==> config.mk <==
export PLATFORM = sky130hd
export DESIGN_NAME = hsw_exec
export DESIGN_NICKNAME = d
export VERILOG_FILES = /design/src/hsw_pkg.sv /design/src/hsw_exec.sv
export SDC_FILE = /design/constraint.sdc
export NUM_CORES = 2
export LEC_CHECK = 0
export ABC_CLOCK_PERIOD_IN_PS = 3000
export BUFFER_PORTS_ARGS = -buffer_cell sky130_fd_sc_hd__buf_2
export CAP_MARGIN = 20
export CORE_MARGIN = 3
export CORE_UTILIZATION = 45
export CTS_BUF_LIST = sky130_fd_sc_hd__clkbuf_4 sky130_fd_sc_hd__clkbuf_8 sky130_fd_sc_hd__clkbuf_16
export DETAILED_ROUTE_END_ITERATION = 7
export PLACE_DENSITY_LB_ADDON = 0.1
export SLEW_MARGIN = 25
export SYNTH_ARGS = -nofsm -noshare
export SYNTH_HDL_FRONTEND = slang
export SYNTH_SLANG_ARGS = --single-unit
==> constraint.sdc <==
create_clock -name REF_CLK_I -period 3 [get_ports REF_CLK_I]
set_input_delay 0.9 -clock REF_CLK_I [delete_from_list [all_inputs] [get_ports REF_CLK_I]]
set_output_delay 0.9 -clock REF_CLK_I [all_outputs]
set_load 0.1 [all_outputs]
==> src/hsw_pkg.sv <==
// package for the hdlc send-and-wait command executor
// assumes a single 40 MHz clock domain and an apb register bus
package hsw_pkg;
    // -------------------------------------------------------------------
    // register offsets (byte addresses)
    // -------------------------------------------------------------------
    localparam logic [7:0] OFS_CMD = 8'h00;
    localparam logic [7:0] OFS_CFG = 8'h04;
    localparam logic [7:0] OFS_STATION = 8'h08;
    localparam logic [7:0] OFS_SEQ = 8'h0C;
    localparam logic [7:0] OFS_STATUS = 8'h10;
    localparam logic [7:0] OFS_LEN = 8'h14;
    localparam logic [7:0] OFS_RXFLD = 8'h18;
    localparam logic [7:0] OFS_KEY = 8'h1C;
    localparam logic [7:0] OFS_DPTR = 8'h20;
    localparam logic [7:0] OFS_TRGST = 8'h24;
    // -------------------------------------------------------------------
    // command word layout
    // -------------------------------------------------------------------
    localparam int CMD_FLD_LSB = 28;
    localparam int SUB_FLD_LSB = 24;
    localparam logic [3:0] CMD_SEND = 4'h1;
    localparam logic [3:0] CMD_WAIT = 4'h2;
    localparam logic [3:0] SUB_FRM = 4'h6;
    localparam logic [3:0] SUB_WCHR = 4'h0;
    localparam logic [3:0] SUB_WFRM = 4'h1;
    localparam logic [3:0] SUB_WTRG = 4'h2;
    localparam logic [3:0] SUB_WTM = 4'h3;
    localparam logic [3:0] SUB_WKEY = 4'h4;
    localparam logic [3:0] TYPE_USER_DATA_FRAME_TYPE = 4'h0;
    localparam logic [3:0] TYPE_MAX = 4'h9;
    localparam logic [7:0] TBL_MAX = 8'h9F;
    localparam logic [7:0] TBL_NONE = 8'hFF;
    localparam logic [7:0] ADDR_A = 8'h01;
    localparam logic [7:0] ADDR_B = 8'h03;
    localparam logic [7:0] DATA_OFS = 8'h02;
    localparam logic [31:0] KEY_BREAK = 32'h0098967F;
    localparam logic [31:0] CFG_RST = 32'h00000000;
    // -------------------------------------------------------------------
    // timing
    // -------------------------------------------------------------------
    localparam int CLK_HZ = 40000000;
    localparam int MS_UNIT = 1;
    localparam logic [15:0] MS_CYC = 16'(CLK_HZ / 1000 * MS_UNIT - 1);
    // -------------------------------------------------------------------
    // types
    // -------------------------------------------------------------------
    typedef enum logic [2:0] {
        ST_IDLE = 3'b000,
        ST_SEND = 3'b001,
        ST_WCHR = 3'b010,
        ST_WFRM = 3'b011,
        ST_WTRG = 3'b100,
        ST_WTM = 3'b101,
        ST_WKEY = 3'b110
    } hsw_state_e;
    typedef struct packed {
        logic [7:0] addr;
        logic [7:0] ctrl;
        logic [7:0] tbl;
        logic has_user_data_frame_type;
        logic fcs_en;
    } hsw_txreq_s;
    typedef struct packed {
        logic [7:0] data;
        logic eof;
        logic err;
    } hsw_rxbyte_s;
endpackage : hsw_pkg

==> src/hsw_exec.sv <==
// hdlc frame-send and wait command executor with apb registers
// assumes synchronous inputs, frame transmitter and receiver outside
//
// Contract
// - frame send is cmd 1 sub 6 with frame type 0-9, table 00-9F
// - frame send only transmits when protocol is hdlc
// - address from station value; control from type, V(S), V(R), P/F
// - user_data_frame_type from chosen table; don't-care table sends no user_data_frame_type field
// - fcs appended by transmitter unless fcs setting is none
// - new frame waits for busy line; sequencer does not await end
// - user-data frame increments V(S), wrapped by modulo
// - break input ends any wait immediately
// - cmd 2 sub 0 waits for up to 8 char pattern with wildcards
// - don't-care pattern ends on any char, frame buffer untouched
// - cmd 2 sub 1 waits for one whole frame and stores it
// - frame buffer holds until the next frame-wait command
// - length counts data incl fcs; zero when wait interrupted
// - good hdlc frame loads address, P/F, N(S), N(R) fields
// - user-data frame to 01H/03H with N(S)=V(R) increments V(R)
// - data pointer is user_data_frame_type offset for good frame, else zero
// - cmd 2 sub 2 waits on trigger 1-3; trigger 0 rejected
// - trigger wait releases only on unsatisfied-to-satisfied edge
// - cmd 2 sub 3 waits count of 1 ms units
// - cmd 2 sub 4 waits for any key 0-F
// - key value stores key, or 9999999 when interrupted
`timescale 1ns/1ps
`default_nettype none
module hsw_exec (
    // clock and reset
    input wire logic REF_CLK_I,
    input wire logic RST_N_I,
    // apb slave
    input wire logic PSEL_I,
    input wire logic PENABLE_I,
    input wire logic PWRITE_I,
    input wire logic [7:0] PADDR_I,
    input wire logic [31:0] PWDATA_I,
    output logic [31:0] PRDATA_O,
    output logic PREADY_O,
    output logic PSLVERR_O,
    // transmitter side
    output hsw_pkg::hsw_txreq_s TX_REQ_O,
    output logic TX_START_O,
    input wire logic TX_BUSY_I,
    // receiver side
    input wire logic RX_VALID_I,
    input wire hsw_pkg::hsw_rxbyte_s RX_BYTE_I,
    // events
    input wire logic BREAK_I,
    input wire logic [3:1] TRIG_I,
    input wire logic KEY_VALID_I,
    input wire logic [3:0] KEY_NUM_I,
    // frame buffer read port and sequencer busy flag
    input wire logic [7:0] FB_ADDR_I,
    output logic [7:0] FB_DATA_O,
    output logic BUSY_O
);
    import hsw_pkg::*;

    // ----------------
    // functions
    // ----------------
    // pattern byte match: bit 9 wildcard, bit 8 flag
    function automatic logic pat_hit(input logic [9:0] p,
                                     input logic [7:0] d);
        pat_hit = p[9] | (!p[8] & (p[7:0] == d));
    endfunction : pat_hit

    // modulo wrap: cfg bit set selects modulo 128, else 8
    function automatic logic [6:0] seq_inc(input logic [6:0] v,
                                           input logic m128);
        logic [6:0] n;
        n = v + 7'h01;
        seq_inc = m128 ? n : {4'h0, n[2:0]};
    endfunction : seq_inc

    // ----------------
    // registers
    // ----------------
    hsw_state_e state_q;
    logic [31:0] cmd_q;
    logic [79:0] pat_q;
    logic [3:0] pat_len_q;
    logic [31:0] cfg_q;
    logic [7:0] station_q;
    logic [6:0] vs_q;
    logic [6:0] vr_q;
    logic pf_q;
    logic [15:0] len_q;
    logic [15:0] len_cnt_q;
    logic [7:0] rx_addr_q;
    logic [6:0] rx_ns_q;
    logic [6:0] rx_nr_q;
    logic rx_pf_q;
    logic [31:0] key_q;
    logic [7:0] dptr_q;
    logic [3:0] pat_pos_q;
    logic [19:0] ms_left_q;
    logic [15:0] ms_div_q;
    logic [3:1] trg_prev_q;
    logic bad_cmd_q;
    logic [7:0] fb_mem [0:255];
    logic [7:0] fb_wa_q;
    logic rx_err_q;
    logic [7:0] rx_ctrl_q;

    // config fields: bit0 hdlc, bit1 fcs enabled, bit2 modulo 128
    logic cfg_hdlc;
    logic cfg_fcs;
    logic cfg_m128;
    assign cfg_hdlc = cfg_q[0];
    assign cfg_fcs = cfg_q[1];
    assign cfg_m128 = cfg_q[2];

    // command fields
    logic [3:0] c_cmd;
    logic [3:0] c_sub;
    logic [3:0] c_type;
    logic [7:0] c_tbl;
    logic [19:0] c_ms;
    logic [1:0] c_trg;
    assign c_cmd = cmd_q[CMD_FLD_LSB +: 4];
    assign c_sub = cmd_q[SUB_FLD_LSB +: 4];
    assign c_type = cmd_q[11:8];
    assign c_tbl = cmd_q[7:0];
    assign c_ms = cmd_q[19:0];
    assign c_trg = cmd_q[1:0];

    logic apb_wr;
    logic apb_rd;
    assign apb_wr = PSEL_I & PENABLE_I & PWRITE_I;
    assign apb_rd = PSEL_I & !PENABLE_I & !PWRITE_I;

    logic idle;
    assign idle = (state_q == ST_IDLE);
    logic cmd_wr;
    assign cmd_wr = apb_wr & (PADDR_I == OFS_CMD) & idle;
    logic go_q;

    // pattern byte currently awaited
    logic [9:0] pat_cur;
    assign pat_cur = pat_q[pat_pos_q * 10 +: 10];
    logic ctl_ns;
    logic ctl_nr;
    // user_data_frame_type frames carry N(S); user_data_frame_type and supervisory carry N(R)
    assign ctl_ns = !rx_ctrl_q[0];
    assign ctl_nr = !(rx_ctrl_q[0] & rx_ctrl_q[1]);

    // ----------------
    // apb slave: zero wait, unmapped reads zero with error
    // ----------------
    always_ff @(posedge REF_CLK_I or negedge RST_N_I) begin
        if (!RST_N_I) begin
            PRDATA_O <= 32'h00000000;
            PREADY_O <= 1'b0;
            PSLVERR_O <= 1'b0;
        end else begin
            PREADY_O <= PSEL_I & !PENABLE_I;
            PSLVERR_O <= 1'b0;
            if (apb_rd) begin
                case (PADDR_I)
                    OFS_CMD: PRDATA_O <= cmd_q;
                    OFS_CFG: PRDATA_O <= cfg_q;
                    OFS_STATION: PRDATA_O <= {24'h000000, station_q};
                    OFS_SEQ: PRDATA_O <= {15'h0000, pf_q, 1'b0, vr_q,
                                          1'b0, vs_q};
                    OFS_STATUS: PRDATA_O <= {27'h0000000, bad_cmd_q,
                                             !idle, state_q[2:0]};
                    OFS_LEN: PRDATA_O <= {16'h0000, len_q};
                    OFS_RXFLD: PRDATA_O <= {8'h00, rx_pf_q, rx_nr_q,
                                            1'b0, rx_ns_q, rx_addr_q};
                    OFS_KEY: PRDATA_O <= key_q;
                    OFS_DPTR: PRDATA_O <= {24'h000000, dptr_q};
                    OFS_TRGST: PRDATA_O <= {28'h0000000, TRIG_I, 1'b0};
                    default: begin
                        PRDATA_O <= 32'h00000000;
                        PSLVERR_O <= PSEL_I;
                    end
                endcase
            end
        end
    end

    // ----------------
    // software settings: config, station, sequence loads, pattern
    // ----------------
    always_ff @(posedge REF_CLK_I or negedge RST_N_I) begin
        if (!RST_N_I) begin
            cfg_q <= CFG_RST;
            station_q <= 8'h00;
            pf_q <= 1'b0;
            pat_q <= '0;
            pat_len_q <= 4'h0;
        end else if (apb_wr) begin
            case (PADDR_I)
                OFS_CFG: cfg_q <= PWDATA_I;
                OFS_STATION: station_q <= PWDATA_I[7:0];
                OFS_SEQ: pf_q <= PWDATA_I[16];
                // pattern entries pushed 10 bits at a time
                OFS_TRGST: begin
                    pat_q <= {pat_q[69:0], PWDATA_I[9:0]};
                    pat_len_q <= PWDATA_I[19:16];
                end
                default: ;
            endcase
        end
    end

    // ----------------
    // sequencer state machine
    // ----------------
    always_ff @(posedge REF_CLK_I or negedge RST_N_I) begin
        if (!RST_N_I) begin
            state_q <= ST_IDLE;
            cmd_q <= 32'h00000000;
            go_q <= 1'b0;
            bad_cmd_q <= 1'b0;
            TX_START_O <= 1'b0;
            TX_REQ_O <= '0;
            BUSY_O <= 1'b0;
        end else begin
            TX_START_O <= 1'b0;
            go_q <= cmd_wr;
            BUSY_O <= !idle | go_q;
            if (cmd_wr) begin
                cmd_q <= PWDATA_I;
            end
            case (state_q)
                ST_IDLE: if (go_q) begin
                    bad_cmd_q <= 1'b0;
                    if (c_cmd == CMD_SEND && c_sub == SUB_FRM) begin
                        if (cfg_hdlc && c_type <= TYPE_MAX &&
                            (c_tbl <= TBL_MAX || c_tbl == TBL_NONE)) begin
                            state_q <= ST_SEND;
                        end else begin
                            bad_cmd_q <= 1'b1;
                        end
                    end else if (c_cmd == CMD_WAIT) begin
                        case (c_sub)
                            SUB_WCHR: state_q <= ST_WCHR;
                            SUB_WFRM: state_q <= ST_WFRM;
                            SUB_WTRG: begin
                                if (c_trg == 2'b00) begin
                                    bad_cmd_q <= 1'b1;
                                end else begin
                                    state_q <= ST_WTRG;
                                end
                            end
                            SUB_WTM: state_q <= ST_WTM;
                            SUB_WKEY: state_q <= ST_WKEY;
                            default: bad_cmd_q <= 1'b1;
                        endcase
                    end else begin
                        bad_cmd_q <= 1'b1;
                    end
                end
                ST_SEND: if (!TX_BUSY_I) begin
                    TX_REQ_O.addr <= station_q;
                    // user data carries N(S) from V(S), low bit zero
                    TX_REQ_O.ctrl <= (c_type == TYPE_USER_DATA_FRAME_TYPE) ?
                        {vr_q[2:0], pf_q, vs_q[2:0], 1'b0} :
                        {vr_q[2:0], pf_q, c_type};
                    TX_REQ_O.tbl <= c_tbl;
                    TX_REQ_O.has_user_data_frame_type <= (c_tbl != TBL_NONE);
                    TX_REQ_O.fcs_en <= cfg_fcs;
                    TX_START_O <= 1'b1;
                    state_q <= ST_IDLE;
                end
                ST_WCHR, ST_WFRM, ST_WTRG, ST_WKEY: begin
                    if (BREAK_I) begin
                        state_q <= ST_IDLE;
                    end else if (
                        (state_q == ST_WCHR && RX_VALID_I &&
                         pat_hit(pat_cur, RX_BYTE_I.data) &&
                         pat_pos_q + 4'h1 >= pat_len_q) ||
                        (state_q == ST_WFRM && RX_VALID_I &&
                         RX_BYTE_I.eof) ||
                        (state_q == ST_WTRG &&
                         TRIG_I[c_trg] && !trg_prev_q[c_trg]) ||
                        (state_q == ST_WKEY && KEY_VALID_I)) begin
                        state_q <= ST_IDLE;
                    end
                end
                ST_WTM: begin
                    if (BREAK_I || ms_left_q == 20'h00000) begin
                        state_q <= ST_IDLE;
                    end
                end
                default: state_q <= ST_IDLE;
            endcase
        end
    end

    // ----------------
    // send-sequence variable V(S)
    // ----------------
    always_ff @(posedge REF_CLK_I or negedge RST_N_I) begin
        if (!RST_N_I) begin
            vs_q <= 7'h00;
        end else if (apb_wr && PADDR_I == OFS_SEQ) begin
            vs_q <= PWDATA_I[6:0];
        end else if (state_q == ST_SEND && !TX_BUSY_I &&
                     c_type == TYPE_USER_DATA_FRAME_TYPE) begin
            vs_q <= seq_inc(vs_q, cfg_m128);
        end
    end

    // ----------------
    // character pattern matcher and timers
    // ----------------
    always_ff @(posedge REF_CLK_I or negedge RST_N_I) begin
        if (!RST_N_I) begin
            pat_pos_q <= 4'h0;
            ms_left_q <= 20'h00000;
            ms_div_q <= 16'h0000;
            trg_prev_q <= 3'b000;
        end else begin
            trg_prev_q <= TRIG_I;
            if (state_q != ST_WCHR) begin
                pat_pos_q <= 4'h0;
            end else if (RX_VALID_I) begin
                // wildcard-only pattern ends on any char
                pat_pos_q <= pat_hit(pat_cur, RX_BYTE_I.data) ?
                             pat_pos_q + 4'h1 : 4'h0;
            end
            if (state_q != ST_WTM) begin
                ms_left_q <= c_ms;
                ms_div_q <= MS_CYC;
            end else if (ms_div_q == 16'h0000) begin
                ms_div_q <= MS_CYC;
                ms_left_q <= ms_left_q - 20'h00001;
            end else begin
                ms_div_q <= ms_div_q - 16'h0001;
            end
        end
    end

    // ----------------
    // frame buffer capture (only during frame wait)
    // ----------------
    always_ff @(posedge REF_CLK_I) begin
        if (state_q == ST_WFRM && RX_VALID_I) begin
            fb_mem[fb_wa_q] <= RX_BYTE_I.data;
        end
        FB_DATA_O <= fb_mem[FB_ADDR_I];
    end

    always_ff @(posedge REF_CLK_I or negedge RST_N_I) begin
        if (!RST_N_I) begin
            fb_wa_q <= 8'h00;
            len_cnt_q <= 16'h0000;
            rx_err_q <= 1'b0;
            rx_ctrl_q <= 8'h00;
        end else if (state_q != ST_WFRM) begin
            fb_wa_q <= 8'h00;
            len_cnt_q <= 16'h0000;
            rx_err_q <= 1'b0;
        end else if (RX_VALID_I) begin
            fb_wa_q <= fb_wa_q + 8'h01;
            len_cnt_q <= len_cnt_q + 16'h0001;
            rx_err_q <= rx_err_q | RX_BYTE_I.err;
            if (fb_wa_q == 8'h01) begin
                rx_ctrl_q <= RX_BYTE_I.data;
            end
        end
    end

    // ----------------
    // result variables after frame wait
    // ----------------
    logic frm_done;
    logic frm_good;
    assign frm_done = state_q == ST_WFRM && !BREAK_I && RX_VALID_I &&
                      RX_BYTE_I.eof;
    assign frm_good = frm_done && cfg_hdlc && !rx_err_q &&
                      !RX_BYTE_I.err && fb_wa_q >= 8'h02;

    always_ff @(posedge REF_CLK_I or negedge RST_N_I) begin
        if (!RST_N_I) begin
            len_q <= 16'h0000;
            rx_addr_q <= 8'h00;
            rx_ns_q <= 7'h00;
            rx_nr_q <= 7'h00;
            rx_pf_q <= 1'b0;
            dptr_q <= 8'h00;
            vr_q <= 7'h00;
        end else begin
            if (state_q == ST_WFRM && BREAK_I) begin
                len_q <= 16'h0000;
                dptr_q <= 8'h00;
            end else if (frm_done) begin
                len_q <= len_cnt_q + 16'h0001;
                dptr_q <= frm_good ? DATA_OFS : 8'h00;
            end
            if (frm_good) begin
                rx_addr_q <= fb_mem[0];
                rx_pf_q <= rx_ctrl_q[4];
                if (ctl_ns) begin
                    rx_ns_q <= {4'h0, rx_ctrl_q[3:1]};
                end
                if (ctl_nr) begin
                    rx_nr_q <= {4'h0, rx_ctrl_q[7:5]};
                end
            end
            if (apb_wr && PADDR_I == OFS_SEQ) begin
                vr_q <= PWDATA_I[14:8];
            end else if (frm_good && ctl_ns &&
                         (fb_mem[0] == ADDR_A || fb_mem[0] == ADDR_B) &&
                         {4'h0, rx_ctrl_q[3:1]} == vr_q) begin
                vr_q <= seq_inc(vr_q, cfg_m128);
            end
        end
    end

    // ----------------
    // key value
    // ----------------
    always_ff @(posedge REF_CLK_I or negedge RST_N_I) begin
        if (!RST_N_I) begin
            key_q <= 32'h00000000;
        end else if (state_q == ST_WKEY) begin
            if (BREAK_I) begin
                key_q <= KEY_BREAK;
            end else if (KEY_VALID_I) begin
                key_q <= {28'h0000000, KEY_NUM_I};
            end
        end
    end
endmodule : hsw_exec
`default_nettype wire

==> key figures <==
Placement
  • GP Congestion: 0.862
  • Hpwl dp: between 150 and 200 mm
  • Placed insts: 7959
  • # port buffers: 143

Finish
  • Final #Nets: 5538
  • P&R area growth vs syn: 19.1%
  • Fin cells: 8433
  • Fill count: about 16000
  • Share of layout cells above drive strength 1: 0.373

Yosys
  • Top cells by area, synth: edfxtp_1, mux4_2, dfrtp_1, mux2_2, nor2_1
  • Synth area leader: edfxtp_1
  • Synth warnings: 0
  • Flops & latches, synth: 2407
  • Post-synth EDFFs: ~2000
  • Area share of the largest cell type after synthesis: 0.648
  • Mapped Cells: 4645
  • Synth cell types: 57
  • Ys flop type: edfxtp_1
  • Asr flop ratio synth: 0.146
  • Cell Area, Synth: 94900 µm²
  • Most common cell in the netlist: edfxtp_1
  • Synth Area per Inst: 20.4 µm²
  • Seq/Total Area, Yosys: 0.742
  • Mapped Nets: roughly 4700
  • Top post-synthesis cells by count: edfxtp_1, mux4_2, dfrtp_1, nor2_1, nand2_1

Power
  • Power density cells: roughly 650 nW/µm²
  • Net Sw Power: 15.6 mW
  • VDD IR max: 0.000597 V
  • Sequential power share: 0.501
  • Clock power frac: 0.441
  • Switching Share: 0.214
  • Tot Pwr: 73.1 mW
  • Lkg Pwr: roughly 39 nW
  • P_int: ~57 mW
  • Logic pwr share: 0.058

CTS
  • CTS Buf Count: 275
  • Clock slew at reported path FFs: about 0.06 ns
  • H-tree depth: 5
  • Clock sink total: 2407
  • Clk buf depth: 4
  • CTS Root Cell: clkbuf_16
  • CTS tree: done
  • Clk_lat worst skew: 0.91 ns

Global route
  • Grt ovf: 0
  • Vias in the first global route: 49679
  • Initial antenna violation count: 11
  • Tot GR Track Use: 0.229
  • First-pass GRT wire length: 360 mm
  • Largest net degree at the start of global routing: roughly 140

Setup path
  • Req. time, crit path: 3.76 ns
  • WP data arrival: 3.72 ns
  • Crit Path Class: in2reg
  • Crit-path max FO: 14
  • Worst Setup End Kind: flip-flop
  • Startpoint types: input pin

Drt
  • Vias per cell: 5.75
  • Final WL: 246 mm
  • Post-DR wirelength/cell: 29.1 µm
  • Post-route ant nets: 0
  • Starting DRT DRC Count: 4520
  • Vias: between 40000 and 50000
  • DR pass1 iterations: 6
  • Drt drc: 0

Die
  • Rows: about 170
  • Die area: 216000 µm²
  • Initial Util: 0.456
  • Die Ht: 465 µm
  • Core box area: 208000 µm²
  • Die W: approximately 470 µm
  • Top Ports: 144

Run
  • Maxcap violations: 0

Min path
  • Hold Crit Class: in2reg

Outcome
  • Status: completed

Timing
  • Slew @ Worst Pin: roughly 0.85 ns
  • Final setup violating endpoints: 0
  • Period utilization: 0.987
  • Fmax: roughly 0.34 GHz
  • Min Tclk post-route: 2.96 ns
  • RSZ-0062 raised after global routing: yes
  • Final Skew: 0.0601 ns
  • Rel. slew slack: 0.431
  • Slew Limit Fails: 0
  • Fin. Hold Viols: 0
state kept, by name, indices dropped and copies added, names as in the netlist, 16 cells and up:
signal,count
len_cnt_q,16
len_q,16
ms_div_q,16
ms_left_q,20
pat_q,80
cmd_q,32
TX_REQ_O,26
fb_mem,2048
cfg_q,32
PRDATA_O,32
logic make-up (layout without fill, tap and decap cells):
family | count (synthesis) | count (layout) | share of synthesized area
DFF | 2407 | 2407 | 0.742
muxes | 881 | 881 | 0.186
and+or+nand+nor | 764 | 764 | 0.0346
buffers and inverters | 276 | 1270 | 0.0118
AOI/OAI and AO/OA | 220 | 220 | 0.0155
xor gates and xnor gates | 82 | 82 | 0.00757
adders and majority gates | 15 | 15 | 0.00198
other | 0 | 6 | 0
power groups by stage:
stage               sequential [mW]  clock, mW  combinational, mW
finish                         36.6       32.2               4.27
global route                   36.6       34.3               4.50
detailed placement             37.3          0               4.33
floorplan                      37.7          0               1.83
CTS                            36.6       32.9               4.35
global placement               37.3          0               4.31
path summary, 6_finish.rpt:
check	from	end	slack, ns	cells past startpoint
worst min-delay path	TRIG_I[1]	trg_prev_q[1]$_DFF_PN0_	0.17	1
worst max register to register	cmd_q[31]$_DFFE_PN0P_	state_q[0]$_DFFE_PN0P_	0.08	9
max in group asynchronous	RST_N_I	state_q[1]$_DFFE_PN0P_	1.62	3
worst min register to register	ms_div_q[0]$_DFF_PN0_	ms_div_q[0]$_DFF_PN0_	0.46	1
min in group asynchronous	RST_N_I	ms_left_q[6]$_DFFE_PN0P_	0.54	2
worst max-delay path	FB_ADDR_I[0]	FB_DATA_O[2]$_DFF_P_	0.04	9
through the flow:
step	worst slack (ns)	setup TNS [ns]	utilization	cell area [µm²]	hold slack, ns
after detailed placement	-1.04	-8.40	0.501	104000	0.450
after global placement	-0.993	-8.39	0.501	104000	0.451
final	0.0396	0	0.543	113000	0.175
after CTS	0.00773	0	0.542	113000	0.0969
after global routing	-0.0328	-0.0614	0.543	113000	0.127
after floorplan	-0.0666	-0.532	-	95600	0.429
routing by layer:
metal  global-route usage  part of all wire  wire (µm)  vias up
li1                     -                 -          -    20524
met1                0.335              0.44     108000    26141
met2                0.365              0.48     119000     1473
met3               0.0330             0.053      13100      389
met4               0.0599             0.026       6310        2
met5                    0          0.000049         12        -
cells in the final DEF, fill, tap and decap left out, types with 7 or more instances in the layout:
cell          n
buf_4       534
edfxtp_1   2048
ha_1         15
mux2i_1      15
dfrtp_1     350
a31oi_1      19
buf_8        12
nand2b_1     10
nor3_1       23
bufinv_16    17
clkbuf_4     63
nand3_2      12
clkinv_1     44
and3_1        8
mux2_2      176
clkbuf_16   283
clkinv_2     42
dfxtp_1       8
a221oi_1     15
nor2_1      349
mux4_2      690
and2_1        7
or3_1        10
nand4_1      15
a21oi_1      29
nor4_1       13
buf_12      105
a22oi_1      50
nand3_1      19
o21ai_0      60
xnor2_1      40
nand2_1     248
buf_2       130
xor2_1       42
nor2b_1      20
inv_1        19
a22o_1        7
critical path: stages:
cell and delay, ns:
buf_8 0.20, buf_12 0.22, buf_12 0.19, mux4_2 0.56, mux4_2 0.53, mux4_2 0.61
a22oi_1 0.22, buf_4 0.16, nand2_1 0.07
final cells by class:
type / instances / area, µm² / area share
diodes: 6 / 15.0 / 0.000133
clock buffers: 351 / 7620 / 0.0674
clock inverters: 116 / 993 / 0.00879
inverters: 19 / 71.3 / 0.000631
multi-input cells: 1962 / 23400 / 0.207
flip-flops and latches: 2407 / 70400 / 0.623
well taps: 2788 / 3490 / 0.0309
repair buffers: 784 / 6970 / 0.0617
timing repair:
item / 4_1_cts / 5_1_grt
gates resized for setup: 3 / 6
pin swaps: 2 / 1
endpoints found under the setup margin: 5 / 8
hold endpoints to repair: 44 / 0
gates cloned: 0 / 0
buffers inserted: 0 / 0
hold buffers: 1 / 0
No activity file was read; power rests on OpenSTA's default activity.
